## config.mk

```make
export PLATFORM = sky130hd
export DESIGN_NAME = pci_parity_error_response
export DESIGN_NICKNAME = d
export VERILOG_FILES = /design/src/pci_perr_pkg.sv /design/src/pci_parity_error_response.sv
export SDC_FILE = /design/constraint.sdc
export NUM_CORES = 1
export LEC_CHECK = 0
export CORE_UTILIZATION = 40
export DETAILED_ROUTE_END_ITERATION = 16
export DONT_BUFFER_PORTS = 1
export RECOVER_POWER = 100
export SYNTH_ARGS = -nofsm -noshare
export SYNTH_HDL_FRONTEND = slang
export SYNTH_SLANG_ARGS = --single-unit
export TNS_END_PERCENT = 10
```

## constraint.sdc

```tcl
create_clock -name aclk -period 4.5 [get_ports aclk]
set_clock_uncertainty 0.1 [all_clocks]
set_input_delay 0.9 -clock aclk [delete_from_list [all_inputs] [get_ports aclk]]
set_output_delay 0.9 -clock aclk [all_outputs]
set_load 0.05 [all_outputs]
```

## src/pci_perr_pkg.sv

```systemverilog
// Constants, register map and types for the PCI parity error response block
package pci_perr_pkg;

  // Register byte addresses
  localparam logic [7:0] ADDR_UNIT_CMD  = 8'h00;
  localparam logic [7:0] ADDR_UNIT_STAT = 8'h04;
  localparam logic [7:0] ADDR_PCIX_CMD  = 8'h08;
  localparam logic [7:0] ADDR_DMA_STAT  = 8'h0C;
  localparam logic [7:0] ADDR_IRQ_MASK  = 8'h10;

  // Command register fields
  localparam int CMD_PER_BIT     = 6;
  localparam int CMD_SERR_EN_BIT = 8;
  localparam int PCIX_DPERE_BIT  = 0;

  // Unit status register fields
  localparam int USR_MPE_BIT  = 8;
  localparam int USR_TA_BIT   = 11;
  localparam int USR_SERR_BIT = 14;
  localparam int USR_DPE_BIT  = 15;

  // DMA status register fields
  localparam int DMA_ACTIVE_BIT = 0;
  localparam int DMA_ERR_BIT    = 1;

  // Reset values and writable masks
  localparam logic [31:0] CMD_RESET   = 32'h0000_0000;
  localparam logic [31:0] CMD_MASK    = 32'h0000_0140;
  localparam logic [31:0] PCIX_RESET  = 32'h0000_0000;
  localparam logic [31:0] PCIX_MASK   = 32'h0000_0001;
  localparam logic [31:0] USR_RESET   = 32'h0000_0000;
  localparam logic [31:0] USR_MASK    = 32'h0000_C900;
  localparam logic [31:0] DMA_RESET   = 32'h0000_0000;
  localparam logic [31:0] MASK_RESET  = 32'h0000_0000;

  // PERR# delay after the erroneous phase, in bus clocks
  localparam int PERR_DLY_CONV = 2;
  localparam int PERR_DLY_PCIX = 3;

  // AXI responses
  localparam logic [1:0] RESP_OKAY   = 2'b00;
  localparam logic [1:0] RESP_SLVERR = 2'b10;

  // Kind of transaction that suffered an address or attribute parity error
  typedef enum logic [2:0] {
    KIND_CFG_RD    = 3'h0,
    KIND_CFG_WR    = 3'h1,
    KIND_IO_RD     = 3'h2,
    KIND_IO_WR     = 3'h3,
    KIND_MEM_RD    = 3'h4,
    KIND_MEM_WR    = 3'h5,
    KIND_SPLIT_CPL = 3'h6,
    KIND_OTHER     = 3'h7
  } txn_kind_t;

  // MSI error follow-up state, one-hot
  typedef enum logic [1:0] {
    MSI_IDLE = 2'b01,
    MSI_PEND = 2'b10
  } msi_state_t;

endpackage

```

## src/pci_parity_error_response.sv

```systemverilog
// PCI/PCI-X parity error response logic with AXI4-Lite register access
`timescale 1ns/1ps
module pci_parity_error_response (
  // Clock and reset
  input  wire logic                     aclk,
  input  wire logic                     aresetn,
  // AXI4-Lite write address and data
  input  wire logic [7:0]               s_axi_awaddr,
  input  wire logic                     s_axi_awvalid,
  output      logic                     s_axi_awready,
  input  wire logic [31:0]              s_axi_wdata,
  input  wire logic [3:0]               s_axi_wstrb,
  input  wire logic                     s_axi_wvalid,
  output      logic                     s_axi_wready,
  // AXI4-Lite write response
  output      logic [1:0]               s_axi_bresp,
  output      logic                     s_axi_bvalid,
  input  wire logic                     s_axi_bready,
  // AXI4-Lite read
  input  wire logic [7:0]               s_axi_araddr,
  input  wire logic                     s_axi_arvalid,
  output      logic                     s_axi_arready,
  output      logic [31:0]              s_axi_rdata,
  output      logic [1:0]               s_axi_rresp,
  output      logic                     s_axi_rvalid,
  input  wire logic                     s_axi_rready,
  // Bus mode
  input  wire logic                     pcix_mode,
  // Address or attribute parity error from the target decoder
  input  wire logic                     addr_par_err,
  input  wire pci_perr_pkg::txn_kind_t  addr_err_kind,
  // Outbound read data phase and split response termination
  input  wire logic                     rd_data_phase,
  input  wire logic                     rd_par_err,
  input  wire logic                     split_resp_term,
  input  wire logic                     split_par_err,
  // Outbound write PERR# sampling and MSI completion
  input  wire logic                     wr_perr_sample,
  input  wire logic                     wr_is_msi,
  input  wire logic                     msi_done,
  // PERR# pin, two-way
  input  wire logic                     perr_n_i,
  output      logic                     perr_n_o,
  output      logic                     perr_n_oe_n,
  // SERR# pin, open drain
  output      logic                     serr_n_o,
  output      logic                     serr_n_oe_n,
  // Bus control
  output      logic                     target_abort,
  output      logic                     force_idle,
  // Interrupt
  output      logic                     irq
);

  import pci_perr_pkg::*;
  // Configuration, status and interrupt registers
  logic [31:0] unit_command_reg, next_unit_command_reg;
  logic [31:0] pcix_command_reg, next_pcix_command_reg;
  logic [31:0] unit_status_reg,  next_unit_status_reg;
  logic [31:0] dma_status_reg,   next_dma_status_reg;
  logic [31:0] irq_mask_reg,     next_irq_mask_reg;

  // AXI slave state
  logic        aw_held, next_aw_held;
  logic        w_held, next_w_held;
  logic [7:0]  aw_addr, next_aw_addr;
  logic [31:0] w_data, next_w_data;
  logic [3:0]  w_strb, next_w_strb;
  logic        bvalid, next_bvalid;
  logic [1:0]  bresp, next_bresp;
  logic        rvalid, next_rvalid;
  logic [1:0]  rresp, next_rresp;
  logic [31:0] rdata, next_rdata;

  // Error pipelines and pin drivers
  logic [PERR_DLY_PCIX-2:0] pend_short, next_pend_short;
  logic [PERR_DLY_PCIX-2:0] pend_long, next_pend_long;
  logic        perr_drv, next_perr_drv;
  logic        serr_drv, next_serr_drv;
  logic        ta_q, next_ta_q;
  logic        idle_q, next_idle_q;
  msi_state_t  msi_state, next_msi_state;

  // Decoded enables
  logic        per_en, serr_en, dpere, serr_pcix_ok;
  logic        do_write, wr_hit, wr_nonmsi, msi_fire, perr_fire;
  logic        ap_abort, ap_serr, rd_err, sp_err;
  logic [31:0] wmask, usr_set, usr_clr;
  logic        dma_err_set;

  assign per_en       = unit_command_reg[CMD_PER_BIT];
  assign serr_en      = unit_command_reg[CMD_SERR_EN_BIT];
  assign dpere        = pcix_command_reg[PCIX_DPERE_BIT];
  assign serr_pcix_ok = pcix_mode & serr_en & ~dpere;

  // Address parity: abort only reads and non-memory writes, never posted ones
  assign ap_abort = addr_par_err & per_en &
                    (addr_err_kind inside {KIND_CFG_RD, KIND_CFG_WR, KIND_IO_RD,
                                           KIND_IO_WR, KIND_MEM_RD});
  assign ap_serr  = addr_par_err & per_en & serr_en;

  // Initiator-side read errors; inbound read errors have no input at all
  assign rd_err = rd_data_phase & rd_par_err;
  assign sp_err = split_resp_term & split_par_err & pcix_mode;

  // Target reported PERR# during one of our writes
  assign wr_hit    = wr_perr_sample & ~perr_n_i;
  assign wr_nonmsi = wr_hit & ~wr_is_msi;
  assign msi_fire  = (msi_state == MSI_PEND) & msi_done;

  // PERR# goes out from the pipeline stage that matches the mode
  assign perr_fire = pend_short[PERR_DLY_CONV-2] | pend_long[PERR_DLY_PCIX-2];

  // Byte lane mask for register writes
  assign wmask    = {{8{w_strb[3]}}, {8{w_strb[2]}}, {8{w_strb[1]}}, {8{w_strb[0]}}};
  assign do_write = aw_held & w_held & ~bvalid;

  // Hardware set and software clear masks for the unit status register
  always_comb begin
    usr_set = 32'h0000_0000;
    usr_set[USR_TA_BIT]   = ap_abort;
    usr_set[USR_DPE_BIT]  = addr_par_err | rd_err | sp_err;
    usr_set[USR_MPE_BIT]  = perr_fire | (wr_nonmsi & per_en) | msi_fire;
    usr_set[USR_SERR_BIT] = next_serr_drv;
    usr_clr = 32'h0000_0000;
    if (do_write && aw_addr == ADDR_UNIT_STAT) begin
      usr_clr = w_data & wmask & USR_MASK;
    end
  end

  // DMA error from read, split or reported write parity
  assign dma_err_set = rd_err | sp_err | wr_nonmsi;

  // Next values of the registers; a hardware set beats a same-cycle clear
  always_comb begin
    next_unit_command_reg = unit_command_reg;
    next_pcix_command_reg = pcix_command_reg;
    next_irq_mask_reg     = irq_mask_reg;
    next_dma_status_reg   = dma_status_reg;
    if (do_write) begin
      if (aw_addr == ADDR_UNIT_CMD) begin
        next_unit_command_reg = (unit_command_reg & ~(wmask & CMD_MASK)) |
                                (w_data & wmask & CMD_MASK);
      end else if (aw_addr == ADDR_PCIX_CMD) begin
        next_pcix_command_reg = (pcix_command_reg & ~(wmask & PCIX_MASK)) |
                                (w_data & wmask & PCIX_MASK);
      end else if (aw_addr == ADDR_IRQ_MASK) begin
        next_irq_mask_reg = (irq_mask_reg & ~(wmask & USR_MASK)) |
                            (w_data & wmask & USR_MASK);
      end else if (aw_addr == ADDR_DMA_STAT) begin
        if (w_strb[0]) begin
          next_dma_status_reg[DMA_ACTIVE_BIT] = w_data[DMA_ACTIVE_BIT];
          if (w_data[DMA_ERR_BIT]) begin
            next_dma_status_reg[DMA_ERR_BIT] = 1'b0;
          end
        end
      end
    end
    if (dma_err_set) begin
      next_dma_status_reg[DMA_ERR_BIT]    = 1'b1;
      next_dma_status_reg[DMA_ACTIVE_BIT] = 1'b0;
    end
    next_unit_status_reg = (unit_status_reg & ~usr_clr) | usr_set;
  end

  // Register the configuration and status state
  always_ff @(posedge aclk) begin
    if (!aresetn) begin
      unit_command_reg <= CMD_RESET;
      pcix_command_reg <= PCIX_RESET;
      unit_status_reg  <= USR_RESET;
      dma_status_reg   <= DMA_RESET;
      irq_mask_reg     <= MASK_RESET;
    end else begin
      unit_command_reg <= next_unit_command_reg;
      pcix_command_reg <= next_pcix_command_reg;
      unit_status_reg  <= next_unit_status_reg;
      dma_status_reg   <= next_dma_status_reg;
      irq_mask_reg     <= next_irq_mask_reg;
    end
  end

  // Error pipelines, MSI follow-up and pin drivers
  always_comb begin
    next_pend_short = {pend_short[PERR_DLY_PCIX-3:0], rd_err & per_en & ~pcix_mode};
    next_pend_long  = {pend_long[PERR_DLY_PCIX-3:0],
                       ((rd_err & pcix_mode) | sp_err) & per_en};
    next_perr_drv   = perr_fire;
    // SERR# sources are mutually independent; any one drives the pin
    next_serr_drv   = ap_serr | (perr_fire & serr_pcix_ok) |
                      (wr_nonmsi & per_en & serr_pcix_ok) | (msi_fire & serr_en);
    next_ta_q       = ap_abort;
    next_idle_q     = addr_par_err | rd_err | sp_err | wr_hit;
    next_msi_state  = msi_state;
    case (msi_state)
      MSI_IDLE: begin
        // Only remembered when parity response is enabled
        if (wr_hit && wr_is_msi && per_en) begin
          next_msi_state = MSI_PEND;
        end
      end
      MSI_PEND: begin
        if (msi_done) begin
          next_msi_state = MSI_IDLE;
        end
      end
      default: next_msi_state = MSI_IDLE;
    endcase
  end

  // Register the error pipelines
  always_ff @(posedge aclk) begin
    if (!aresetn) begin
      pend_short <= '0;
      pend_long  <= '0;
      perr_drv   <= 1'b0;
      serr_drv   <= 1'b0;
      ta_q       <= 1'b0;
      idle_q     <= 1'b0;
      msi_state  <= MSI_IDLE;
    end else begin
      pend_short <= next_pend_short;
      pend_long  <= next_pend_long;
      perr_drv   <= next_perr_drv;
      serr_drv   <= next_serr_drv;
      ta_q       <= next_ta_q;
      idle_q     <= next_idle_q;
      msi_state  <= next_msi_state;
    end
  end

  // Pins are driven low only while asserted, otherwise released
  assign perr_n_o     = 1'b0;
  assign perr_n_oe_n  = ~perr_drv;
  assign serr_n_o     = 1'b0;
  assign serr_n_oe_n  = ~serr_drv;
  assign target_abort = ta_q;
  assign force_idle   = idle_q;
  assign irq          = |(unit_status_reg & irq_mask_reg);

  // AXI slave: address and data taken in either order, one write at a time
  always_comb begin
    next_aw_held = aw_held;
    next_w_held  = w_held;
    next_aw_addr = aw_addr;
    next_w_data  = w_data;
    next_w_strb  = w_strb;
    next_bvalid  = bvalid;
    next_bresp   = bresp;
    if (s_axi_awvalid && s_axi_awready) begin
      next_aw_held = 1'b1;
      next_aw_addr = s_axi_awaddr;
    end
    if (s_axi_wvalid && s_axi_wready) begin
      next_w_held = 1'b1;
      next_w_data = s_axi_wdata;
      next_w_strb = s_axi_wstrb;
    end
    if (do_write) begin
      next_aw_held = 1'b0;
      next_w_held  = 1'b0;
      next_bvalid  = 1'b1;
      if (aw_addr == ADDR_UNIT_CMD || aw_addr == ADDR_UNIT_STAT ||
          aw_addr == ADDR_PCIX_CMD || aw_addr == ADDR_DMA_STAT ||
          aw_addr == ADDR_IRQ_MASK) begin
        next_bresp = RESP_OKAY;
      end else begin
        next_bresp = RESP_SLVERR;
      end
    end else if (bvalid && s_axi_bready) begin
      next_bvalid = 1'b0;
    end
  end

  // Read side answers one cycle after the address is taken
  always_comb begin
    next_rvalid = rvalid;
    next_rresp  = rresp;
    next_rdata  = rdata;
    if (s_axi_arvalid && s_axi_arready) begin
      next_rvalid = 1'b1;
      next_rresp  = RESP_OKAY;
      if (s_axi_araddr == ADDR_UNIT_CMD) begin
        next_rdata = unit_command_reg;
      end else if (s_axi_araddr == ADDR_UNIT_STAT) begin
        next_rdata = unit_status_reg;
      end else if (s_axi_araddr == ADDR_PCIX_CMD) begin
        next_rdata = pcix_command_reg;
      end else if (s_axi_araddr == ADDR_DMA_STAT) begin
        next_rdata = dma_status_reg;
      end else if (s_axi_araddr == ADDR_IRQ_MASK) begin
        next_rdata = irq_mask_reg;
      end else begin
        next_rdata = 32'h0000_0000;
        next_rresp = RESP_SLVERR;
      end
    end else if (rvalid && s_axi_rready) begin
      next_rvalid = 1'b0;
    end
  end

  // Register the bus slave state
  always_ff @(posedge aclk) begin
    if (!aresetn) begin
      aw_held <= 1'b0;
      w_held  <= 1'b0;
      aw_addr <= 8'h00;
      w_data  <= 32'h0000_0000;
      w_strb  <= 4'h0;
      bvalid  <= 1'b0;
      bresp   <= RESP_OKAY;
      rvalid  <= 1'b0;
      rresp   <= RESP_OKAY;
      rdata   <= 32'h0000_0000;
    end else begin
      aw_held <= next_aw_held;
      w_held  <= next_w_held;
      aw_addr <= next_aw_addr;
      w_data  <= next_w_data;
      w_strb  <= next_w_strb;
      bvalid  <= next_bvalid;
      bresp   <= next_bresp;
      rvalid  <= next_rvalid;
      rresp   <= next_rresp;
      rdata   <= next_rdata;
    end
  end

  // Ready while the slot is free and no response is owed
  assign s_axi_awready = ~aw_held & ~bvalid;
  assign s_axi_wready  = ~w_held & ~bvalid;
  assign s_axi_bvalid  = bvalid;
  assign s_axi_bresp   = bresp;
  assign s_axi_arready = ~rvalid;
  assign s_axi_rvalid  = rvalid;
  assign s_axi_rresp   = rresp;
  assign s_axi_rdata   = rdata;
endmodule

```

==> summary.md, run 1 <==
| Metric | Value |
|---|---|
| Placed insts | `341` |
| Clock-pin slew on the worst setup and hold paths | `90 ps` |
| Hold WC Path Type | `reg -> reg` |
| FFs w/ async S/R, synth | `0` |
| # hold bufs at CTS | `0` |
| TritonCTS Buffers | `5` |
| Hpwl dp | `roughly 3600 um` |
| Drt total wl | `4840 um` |
| IO Count | `120` |
| Mapped cell area | `about 2400 sq um` |
| Post-CTS Resized | `0` |
| Die area | `about 6300 sq um` |
| Clock sink count | `52` |
| Final Power | `~1 mW` |
| Most used routing layer | `met2` |
| Critical path capture point type | `output port` |
| Final non-filler cell total | `between 300 and 400` |
| Detailed Route Iter0 Violations | `42` |
| Chip height | `79.1 um` |
| Predominant post-synthesis flop cell | `dfxtp_1` |
| Via density | `roughly 5.2` |
| I/O Buffers | `0` |
| Initial antenna violation count | `0` |
| Flop2flop setup slack | `around 2200 ps` |
| Clk_lat worst skew | `310 ps` |
| Core area | `roughly 5600 sq um` |
| Leading cell type in the layout, fill and taps excluded | `nand2_1` |
| Bufs and invs on worst path | `0` |
| CTS tree | `done` |
| Bufs on Longest Clock Path | `2` |
| Status | `finished clean` |
| Met3 usage | `0.0747` |
| Grt met1 use | `0.191` |
| Site Rows | `27` |
| Fmax | `around 370 MHz` |
| Crit path cell chain | `nor2_1` |
| GR Layer Usage met2 | `0.259` |
| Post-synth EDFFs | `0` |
| Final ANT Viol Nets | `0` |
| Vias in the first global route | `~1700` |
| Synth Area in Simple Gates | `0.262` |
| DRC | `0` |
| Startpoint types | `register` |
| Mux share of post-synthesis cell area | `0.0252` |
| GR Overflow Total | `0` |
| Worst path arrival time | `1670 ps` |
| Hold Vio Cnt, Final | `0` |
| Final Core Density | `0.427` |
| Commonest cells after routing, fill and taps aside | `nand2_1, dfxtp_1, conb_1` |
| Crit path time final | `2670 ps` |
| Distinct cells, synth | `46` |
| Worst-path fanout max | `5` |
| Area grow syn2layout | `0.578%` |
| Post-Synth XOR/XNOR Area | `0` |
| First-pass GRT wire length | `around 7700 um` |
| Setup Viol. Count Final | `0` |
| Seq/Total Area, Yosys | `0.438` |
| Diodes inserted | `0` |
| Number of nets in the layout | `around 350` |
| Leak | `0.880 nW` |
| Post CTS Setup Buffer Count | `0` |
| Maximum vdd drop | `~170 uV` |
| 1st-pass router iterations | `4` |
| Avg Cell Area, Syn | `approximately 8.5 sq um` |
| Total number of yosys warnings | `0` |
| Vias | `1806` |
| Largest net degree at the start of global routing | `31` |
| Max transition margin | `0.339` |
| Pwr Density | `around 400 nW/um^2` |
| GRT Util Overall | `0.160` |
| Setup TNS | `0 ps` |
| Crit Path Category | `reg -> out` |
| CTS root buffer | `clkbuf_8` |
| Main combinational cell family by area after synthesis | `simple AND/OR/NAND/NOR gates` |
| H-tree levels | `2` |
| Mapped Cells | `280` |
| Seq cells post-synth | `52` |
| CP required | `roughly 3500 ps` |
| Slew @ Worst Pin | `just under 1000 ps` |
| MaxCap Viol Count | `0` |
| Share of post-route cells with drive strength above 1 | `0.0397` |
| Die width | `just under 80 um` |
| CP delay by family, top | `simple AND/OR/NAND/NOR gates` |
| Adder-cell area share of the yosys netlist | `0` |
| RSZ-0062 raised after global routing | `false` |
| Placer congestion estimate | `between 0.7 and 0.8` |
| DR WL/cell | `roughly 14 um` |
| Slowest cell on crit path | `nor2_1` |
| Tcrit/Tclk final | `0.594` |
| Starting Density | `0.424` |
| Max incr delay on CP | `roughly 850 ps` |
| Synth Area in Compound Gates | `0.151` |
| Max-slew violation count | `0` |
-- path summary, 6_finish.rpt --
check               startpoint       endpoint  cells past startpoint
setup reg to reg  s_axi_bvalid      w_data[8]                      4
hold reg to reg   pend_long[0]   pend_long[1]                      1
hold / removal    pend_long[0]   pend_long[1]                      1
setup / recovery  s_axi_bvalid  s_axi_awready                      1
-- metrics by stage --
| stage | setup WS (ps) | hold WS, ps | cell area (sq um) |
|---|---|---|---|
| 2_1_floorplan | 2230 | 312 | 2480 |
| 3_3_place_gp | 2160 | 320 | 2310 |
| 3_5_place_dp | 2120 | 323 | 2310 |
| 4_1_cts | 1820 | 346 | 2440 |
| 5_1_grt | 1760 | 365 | 2390 |
| 6_report | 1830 | 342 | 2390 |
-- where the power goes --
group	internal [mW]	leakage (nW)	switching [mW]
clock network	0.196	0.0645	0.150
logic	0.0224	0.392	0.103
registers	0.477	0.424	0.0257
total	0.696	0.880	0.279
-- synthesized netlist by cell type, types with 2 or more instances --
library cell	instances	area share
dfxtp_1	52	0.44
a21oi_1	26	0.055
nand4_1	2	0.0053
clkbuf_1	7	0.011
a22oi_1	2	0.0063
o21ai_0	13	0.027
nand4b_1	2	0.0074
and4_1	3	0.011
nor3_1	4	0.0084
and2_1	3	0.0079
a32o_1	3	0.013
buf_4	29	0.092
nand3_1	6	0.013
inv_1	7	0.011
nor4_1	4	0.011
nor2b_1	6	0.016
mux2i_1	6	0.025
nand3b_1	3	0.0095
a22o_1	3	0.011
nand2_1	53	0.084
nor2_1	16	0.025
or4_1	2	0.0063
nand2b_1	5	0.013
-- cells by family (layout without fill, tap and decap cells) --
group | count (synthesis) | count (layout)
buffers and inverters | 46 | 15
and+or+nand+nor | 118 | 118
DFF | 52 | 52
other | 1 | 29
muxes | 6 | 6
AOI/OAI and AO/OA | 57 | 57
-- cell type report --
cell class / count / area, sq um
multi-input cells: 210 / 1110
well taps: 72 / 90.1
flip-flops and latches: 52 / 1040
clock inverters: 1 / 30.0
fillers: 592 / 3220
clock buffers: 7 / 96.3
inverters: 7 / 26.3
-- metal layers --
metal	wire length (um)	share of wire
met4	40	0.0083
met2	2200	0.45
met1	2170	0.45
met5	0	0
met3	432	0.089
(Power assumes the default switching activity.)
==> run 2: changes to the inputs <==
clock period = 2.59 ns   (was 4.5 ns; I/O delays follow)
==> run 2 against run 1 <==
  * Total power rose by 62%
  * Critical path depth rose by 3
  * Cell count rose by 1.1%
  * Register-to-register slack got worse by 1800 ps
  * First-iteration DRC count rose to 3.1 times the previous value
  * Wire length fell by 0.97%
  * Sequential power rose by 73%
  * Largest cell class unchanged
  * Design area rose by 0.10%
  * Combinational power rose by 81%
  * Flip-flop and latch count did not move
  * Sequential share of layout area barely moved
  * Worst hold slack got worse by 160 ps
==> summary.md, run 2 (synthesis gave the netlist of run 1 again) <==
| Metric | Value |
|---|---|
| DR WL/cell | `around 14 um` |
| CP delay by family, top | `simple AND/OR/NAND/NOR gates` |
| Max-slew violation count | `0` |
| First-pass GRT wire length | `slightly below 8000 um` |
| Leading cell type in the layout, fill and taps excluded | `nand2_1` |
| Clock sink count | `52` |
| Crit path time final | `~2200 ps` |
| Setup TNS | `0 ps` |
| Number of nets in the layout | `~350` |
| Vias | `approximately 1800` |
| Hold WC Path Type | `in -> reg` |
| Hpwl dp | `between 3000 and 4000 um` |
| Status | `finished clean` |
| Crit path cell chain | `or4_1 -> or3_1 -> nor4_1 -> mux2i_1` |
| RSZ-0062 raised after global routing | `false` |
| Maximum vdd drop | `roughly 340 uV` |
| Final ANT Viol Nets | `0` |
| Clk_lat worst skew | `a little over 300 ps` |
| TritonCTS Buffers | `5` |
| Switch share | `0.308` |
| Worst R2R Start | `aw_addr[6]` |
| Seq pwr share | `0.553` |
| Critical path capture point type | `register` |
| CTS tree | `done` |
| Combinational Power Share | `0.144` |
| Die area | `approximately 6300 sq um` |
| H-tree levels | `2` |
| Final Core Density | `0.427` |
| Max transition margin | `0.0789` |
| Clock-pin slew on the worst setup and hold paths | `~90 ps` |
| Bufs on Longest Clock Path | `2` |
| Diodes inserted | `0` |
| Area grow syn2layout | `0.684%` |
| GR Overflow Total | `0` |
| Die width | `roughly 79 um` |
| Placer congestion estimate | `~0.76` |
| I/O Buffers | `0` |
| Vias in the first global route | `around 1700` |
| Worst-path fanout max | `8` |
| Worst Setup SP | `aw_addr[6]` |
| IO Count | `120` |
| Setup Viol. Count Final | `0` |
| # hold bufs at CTS | `0` |
| Worst path arrival time | `approximately 2400 ps` |
| CTS root buffer | `clkbuf_8` |
| Initial antenna violation count | `0` |
| Crit Path Category | `reg -> reg` |
| Leak | `0.875 nW` |
| Final Power | `between 1.5 and 2 mW` |
| CP required | `2730 ps` |
| Fmax | `between 400 and 500 MHz` |
| Core area | `5610 sq um` |
| Starting Density | `0.424` |
| Chip height | `roughly 80 um` |
| Clk pwr share | `0.303` |
| P_int | `1.09 mW` |
| Startpoint types | `register` |
| Detailed Route Iter0 Violations | `131` |
| Hold Vio Cnt, Final | `0` |
| Commonest cells after routing, fill and taps aside | `nand2_1, dfxtp_1, conb_1` |
| MaxCap Viol Count | `0` |
| Slew @ Worst Pin | `between 1000 and 1500 ps` |
| Max incr delay on CP | `a little over 600 ps` |
| Largest net degree at the start of global routing | `30` |
| Fillcell total | `between 600 and 700` |
| Hold wc startpoint | `pcix_mode` |
| Pwr Density | `about 660 nW/um^2` |
| Post CTS Setup Buffer Count | `0` |
| Share of post-route cells with drive strength above 1 | `0.0427` |
| Post-CTS Resized | `0` |
| Site Rows | `27` |
| GRT Util Overall | `0.163` |
| 1st-pass router iterations | `4` |
| Drt total wl | `~4800 um` |
| Net Sw Power | `around 0.48 mW` |
| Slowest cell on crit path | `or4_1` |
| Bufs and invs on worst path | `0` |
| Via density | `between 5 and 6` |
| Tcrit/Tclk final | `0.859` |
| DRC | `0` |
## run 2: cell count changes in the layout (fill, tap and decap cells not counted), sizes merged
cell / delta
clkbuf: +4
bufinv: -1
buf: +1
## run 2: final cells by class
type                       count  area, sq um  share of cell area
timing repair buffer           4         20.0             0.00836
sequential                    52         1040               0.435
multi-input combinational    210         1130               0.471
inverter                       7         26.3              0.0110
tap                           72         90.1              0.0376
clock buffer                   8         90.1              0.0376
## run 2: power groups by stage
| stage | Sequential, mW | Combinational (mW) | Clock [mW] |
|---|---|---|---|
| 6_report | 0.871 | 0.226 | 0.477 |
| 5_1_grt | 0.877 | 0.248 | 0.522 |
| 4_1_cts | 0.872 | 0.234 | 0.493 |
| 3_5_place_dp | 0.891 | 0.234 | 0 |
| 3_3_place_gp | 0.891 | 0.232 | 0 |
| 2_1_floorplan | 0.886 | 0.246 | 0 |
## run 2: worst paths after layout
check,slack [ps],to,depth (start not counted)
max,360,register,4
min,180,pend_short[0],1
max reg2reg,360,register,4
min reg2reg,340,pend_long[1],1
## run 2: worst reg2reg max path: stages (launching register included)
cell	delay (ps)
dfxtp_1	310
or4_1	620
or3_1	540
nor4_1	390
mux2i_1	210
## run 2: metrics by stage
step           std cells  setup WS [ps]  instance area, sq um  hold slack, ps
5_1_grt              353            228                  2390             173
6_report             353            365                  2390             181
3_3_place_gp         345            464                  2340             315
3_5_place_dp         345            473                  2340             319
2_1_floorplan        308            485                  2480             312
4_1_cts              353            446                  2430             169
## run 2: routing by layer
| metal | global-route usage | share of wire | up-vias |
|---|---|---|---|
| li1 | - | - | 920 |
| met2 | 0.252 | 0.45 | 64 |
| met5 | 0 | 0 | - |
| met4 | 0.0600 | 0.013 | 0 |
| met1 | 0.207 | 0.46 | 818 |
| met3 | 0.0586 | 0.080 | 7 |
==> run 3: changes to the inputs <==
CORE_UTILIZATION = 28   (was 40)
==> run 3 against run 2 <==
  * Cell count up 9.3%
  * Total power is 0.76% lower
  * Sequential power is essentially flat
  * Design area increased by 1.3%
  * Flip-flop and latch count unchanged
  * Clock power decreased by 2%
  * Worst hold slack better by 2.9 ps
  * Core utilization fell by 13 points
  * Non-clock buffer count did not move
  * Critical path depth is the same
==> summary.md, run 3 (synthesis gave the netlist of run 1 again) <==
| Metric | Value |
|---|---|
| First-pass GRT wire length | `slightly above 8000 um` |
| Clock sink count | `52` |
| Number of nets in the layout | `between 300 and 400` |
| Hold Vio Cnt, Final | `0` |
| Largest net degree at the start of global routing | `30` |
| GRT Util Overall | `0.119` |
| Combinational Power Share | `0.143` |
| Flop2flop setup slack | `slightly below 300 ps` |
| R2R Path End | `dma_status_reg[1]` |
| Setup Viol. Count Final | `0` |
| Metal-1 WL | `2290 um` |
| Worst R2R Start | `aw_addr[6]` |
| H-tree levels | `2` |
| 1st-pass router iterations | `4` |
| CP required | `roughly 2600 ps` |
| # hold bufs at CTS | `0` |
| Initial antenna violation count | `0` |
| Max transition margin | `0.0779` |
| Starting Density | `0.289` |
| Chip height | `94.2 um` |
| Via density | `between 4 and 5` |
| Leak | `around 0.87 nW` |
| Hold WC Path Type | `in -> reg` |
| I/O Buffers | `0` |
| Worst R2R Path Depth | `4` |
| Max-slew violation count | `0` |
| Placed insts | `between 300 and 400` |
| CTS tree | `done` |
| P_int | `approximately 1.1 mW` |
| Drt total wl | `~5000 um` |
| Post-CTS Resized | `0` |
| Setup TNS | `0 ps` |
| Status | `finished clean` |
| Area grow syn2layout | `1.95%` |
| Crit path time final | `around 2300 ps` |
| DRC | `0` |
| Startpoint types | `register` |
| TritonCTS Buffers | `5` |
| Slew @ Worst Pin | `between 1000 and 1500 ps` |
| Crit Path Category | `reg -> reg` |
| RSZ-0062 raised after global routing | `false` |
| Post CTS Setup Buffer Count | `0` |
| GR Overflow Total | `0` |
| Final non-filler cell total | `~390` |
| Critical path capture point type | `register` |
| Switch share | `0.304` |
| Final ANT Viol Nets | `0` |
| Share of post-route cells with drive strength above 1 | `0.0356` |
| Net Sw Power | `around 0.47 mW` |
| Worst-path fanout max | `8` |
| Wire length on met3 | `~480 um` |
| Die width | `approximately 94 um` |
| Core area | `around 8000 sq um` |
| Placed Area | `around 2400 sq um` |
| Metal2 WL | `2210 um` |
| Tcrit/Tclk final | `0.886` |
| Hold WS | `between 150 and 200 ps` |
| Fmax | `roughly 440 MHz` |
| Seq pwr share | `0.558` |
| DR WL/cell | `between 10 and 15 um` |
| Die area | `just under 9000 sq um` |
| Site Rows | `33` |
| Final Core Density | `0.295` |
| Clk pwr share | `0.299` |
| MaxCap Viol Count | `0` |
| Worst path arrival time | `2320 ps` |
| Worst setup path end | `dma_status_reg[1]` |
| Highest routed layer | `met4` |
| Commonest cells after routing, fill and taps aside | `nand2_1, dfxtp_1, conb_1` |
| Worst Setup SP | `aw_addr[6]` |
| Maximum vdd drop | `350 uV` |
| Clock-pin slew on the worst setup and hold paths | `~90 ps` |
| Pwr Density | `approximately 640 nW/um^2` |
| CTS root buffer | `clkbuf_8` |
| Bufs on Longest Clock Path | `2` |
| Vias | `approximately 1800` |
| Leading cell type in the layout, fill and taps excluded | `nand2_1` |
| Vias in the first global route | `between 1500 and 2000` |
| Design Area, Final | `2420 sq um` |
| Clk_lat worst skew | `300 ps` |
| Placer congestion estimate | `roughly 0.81` |
| IO Count | `120` |
| Detailed Route Iter0 Violations | `74` |
| Hpwl dp | `3870 um` |
| Diodes inserted | `0` |
[run 3: cell count changes in the layout (fill, tap and decap cells not counted)]
cell,delta
clkbuf_1,+1
buf_4,-1
o41ai_2,-1
o41ai_1,+1
[run 3: routing by layer]
metal	up-vias	track usage
li1	914	-
met3	4	0.0526
met1	820	0.149
met4	0	0.0346
met2	75	0.182
met5	-	0
[run 3: critical path, cell delays in order, from the launching register on]
cell and delay (ps):
dfxtp_1 320, or4_1 620, or3_1 530, o41ai_1 440
a21oi_1 110
[run 3: area by class of cell]
type                            count  area, sq um
Clock buffer                        8         90.1
Fill cell                         906         5790
Inverter                            7         26.3
Multi-Input combinational cell    210         1120
Sequential cell                    52         1040
Tap cell                          105          131
Timing Repair Buffer                4         16.3
[run 3: power groups by stage]
stage               combinational [mW]  clock [mW]  sequential, mW
CTS                              0.234       0.484           0.873
finish                           0.224       0.466           0.872
global route                     0.244       0.529           0.877
global placement                 0.231           0           0.891
floorplan                        0.246           0           0.886
detailed placement               0.234           0           0.892
[run 3: worst min path at each step]
stage                       startpoint       endpoint  slack (ps)  cells after the start
final                        pcix_mode  pend_short[0]         180                      1
after global routing         pcix_mode  pend_short[0]         160                      1
after CTS                    pcix_mode  pend_short[0]         180                      1
after detailed placement  pend_long[0]   pend_long[1]         320                      1
after global placement    pend_long[0]   pend_long[1]         310                      1
after floorplan           pend_long[0]   pend_long[1]         310                      1
[run 3: stage by stage]
step	total power [mW]	worst slack [ps]
floorplan	1.13	485
global placement	1.12	488
detailed placement	1.13	475
CTS	1.59	455
global route	1.65	211
finish	1.56	296
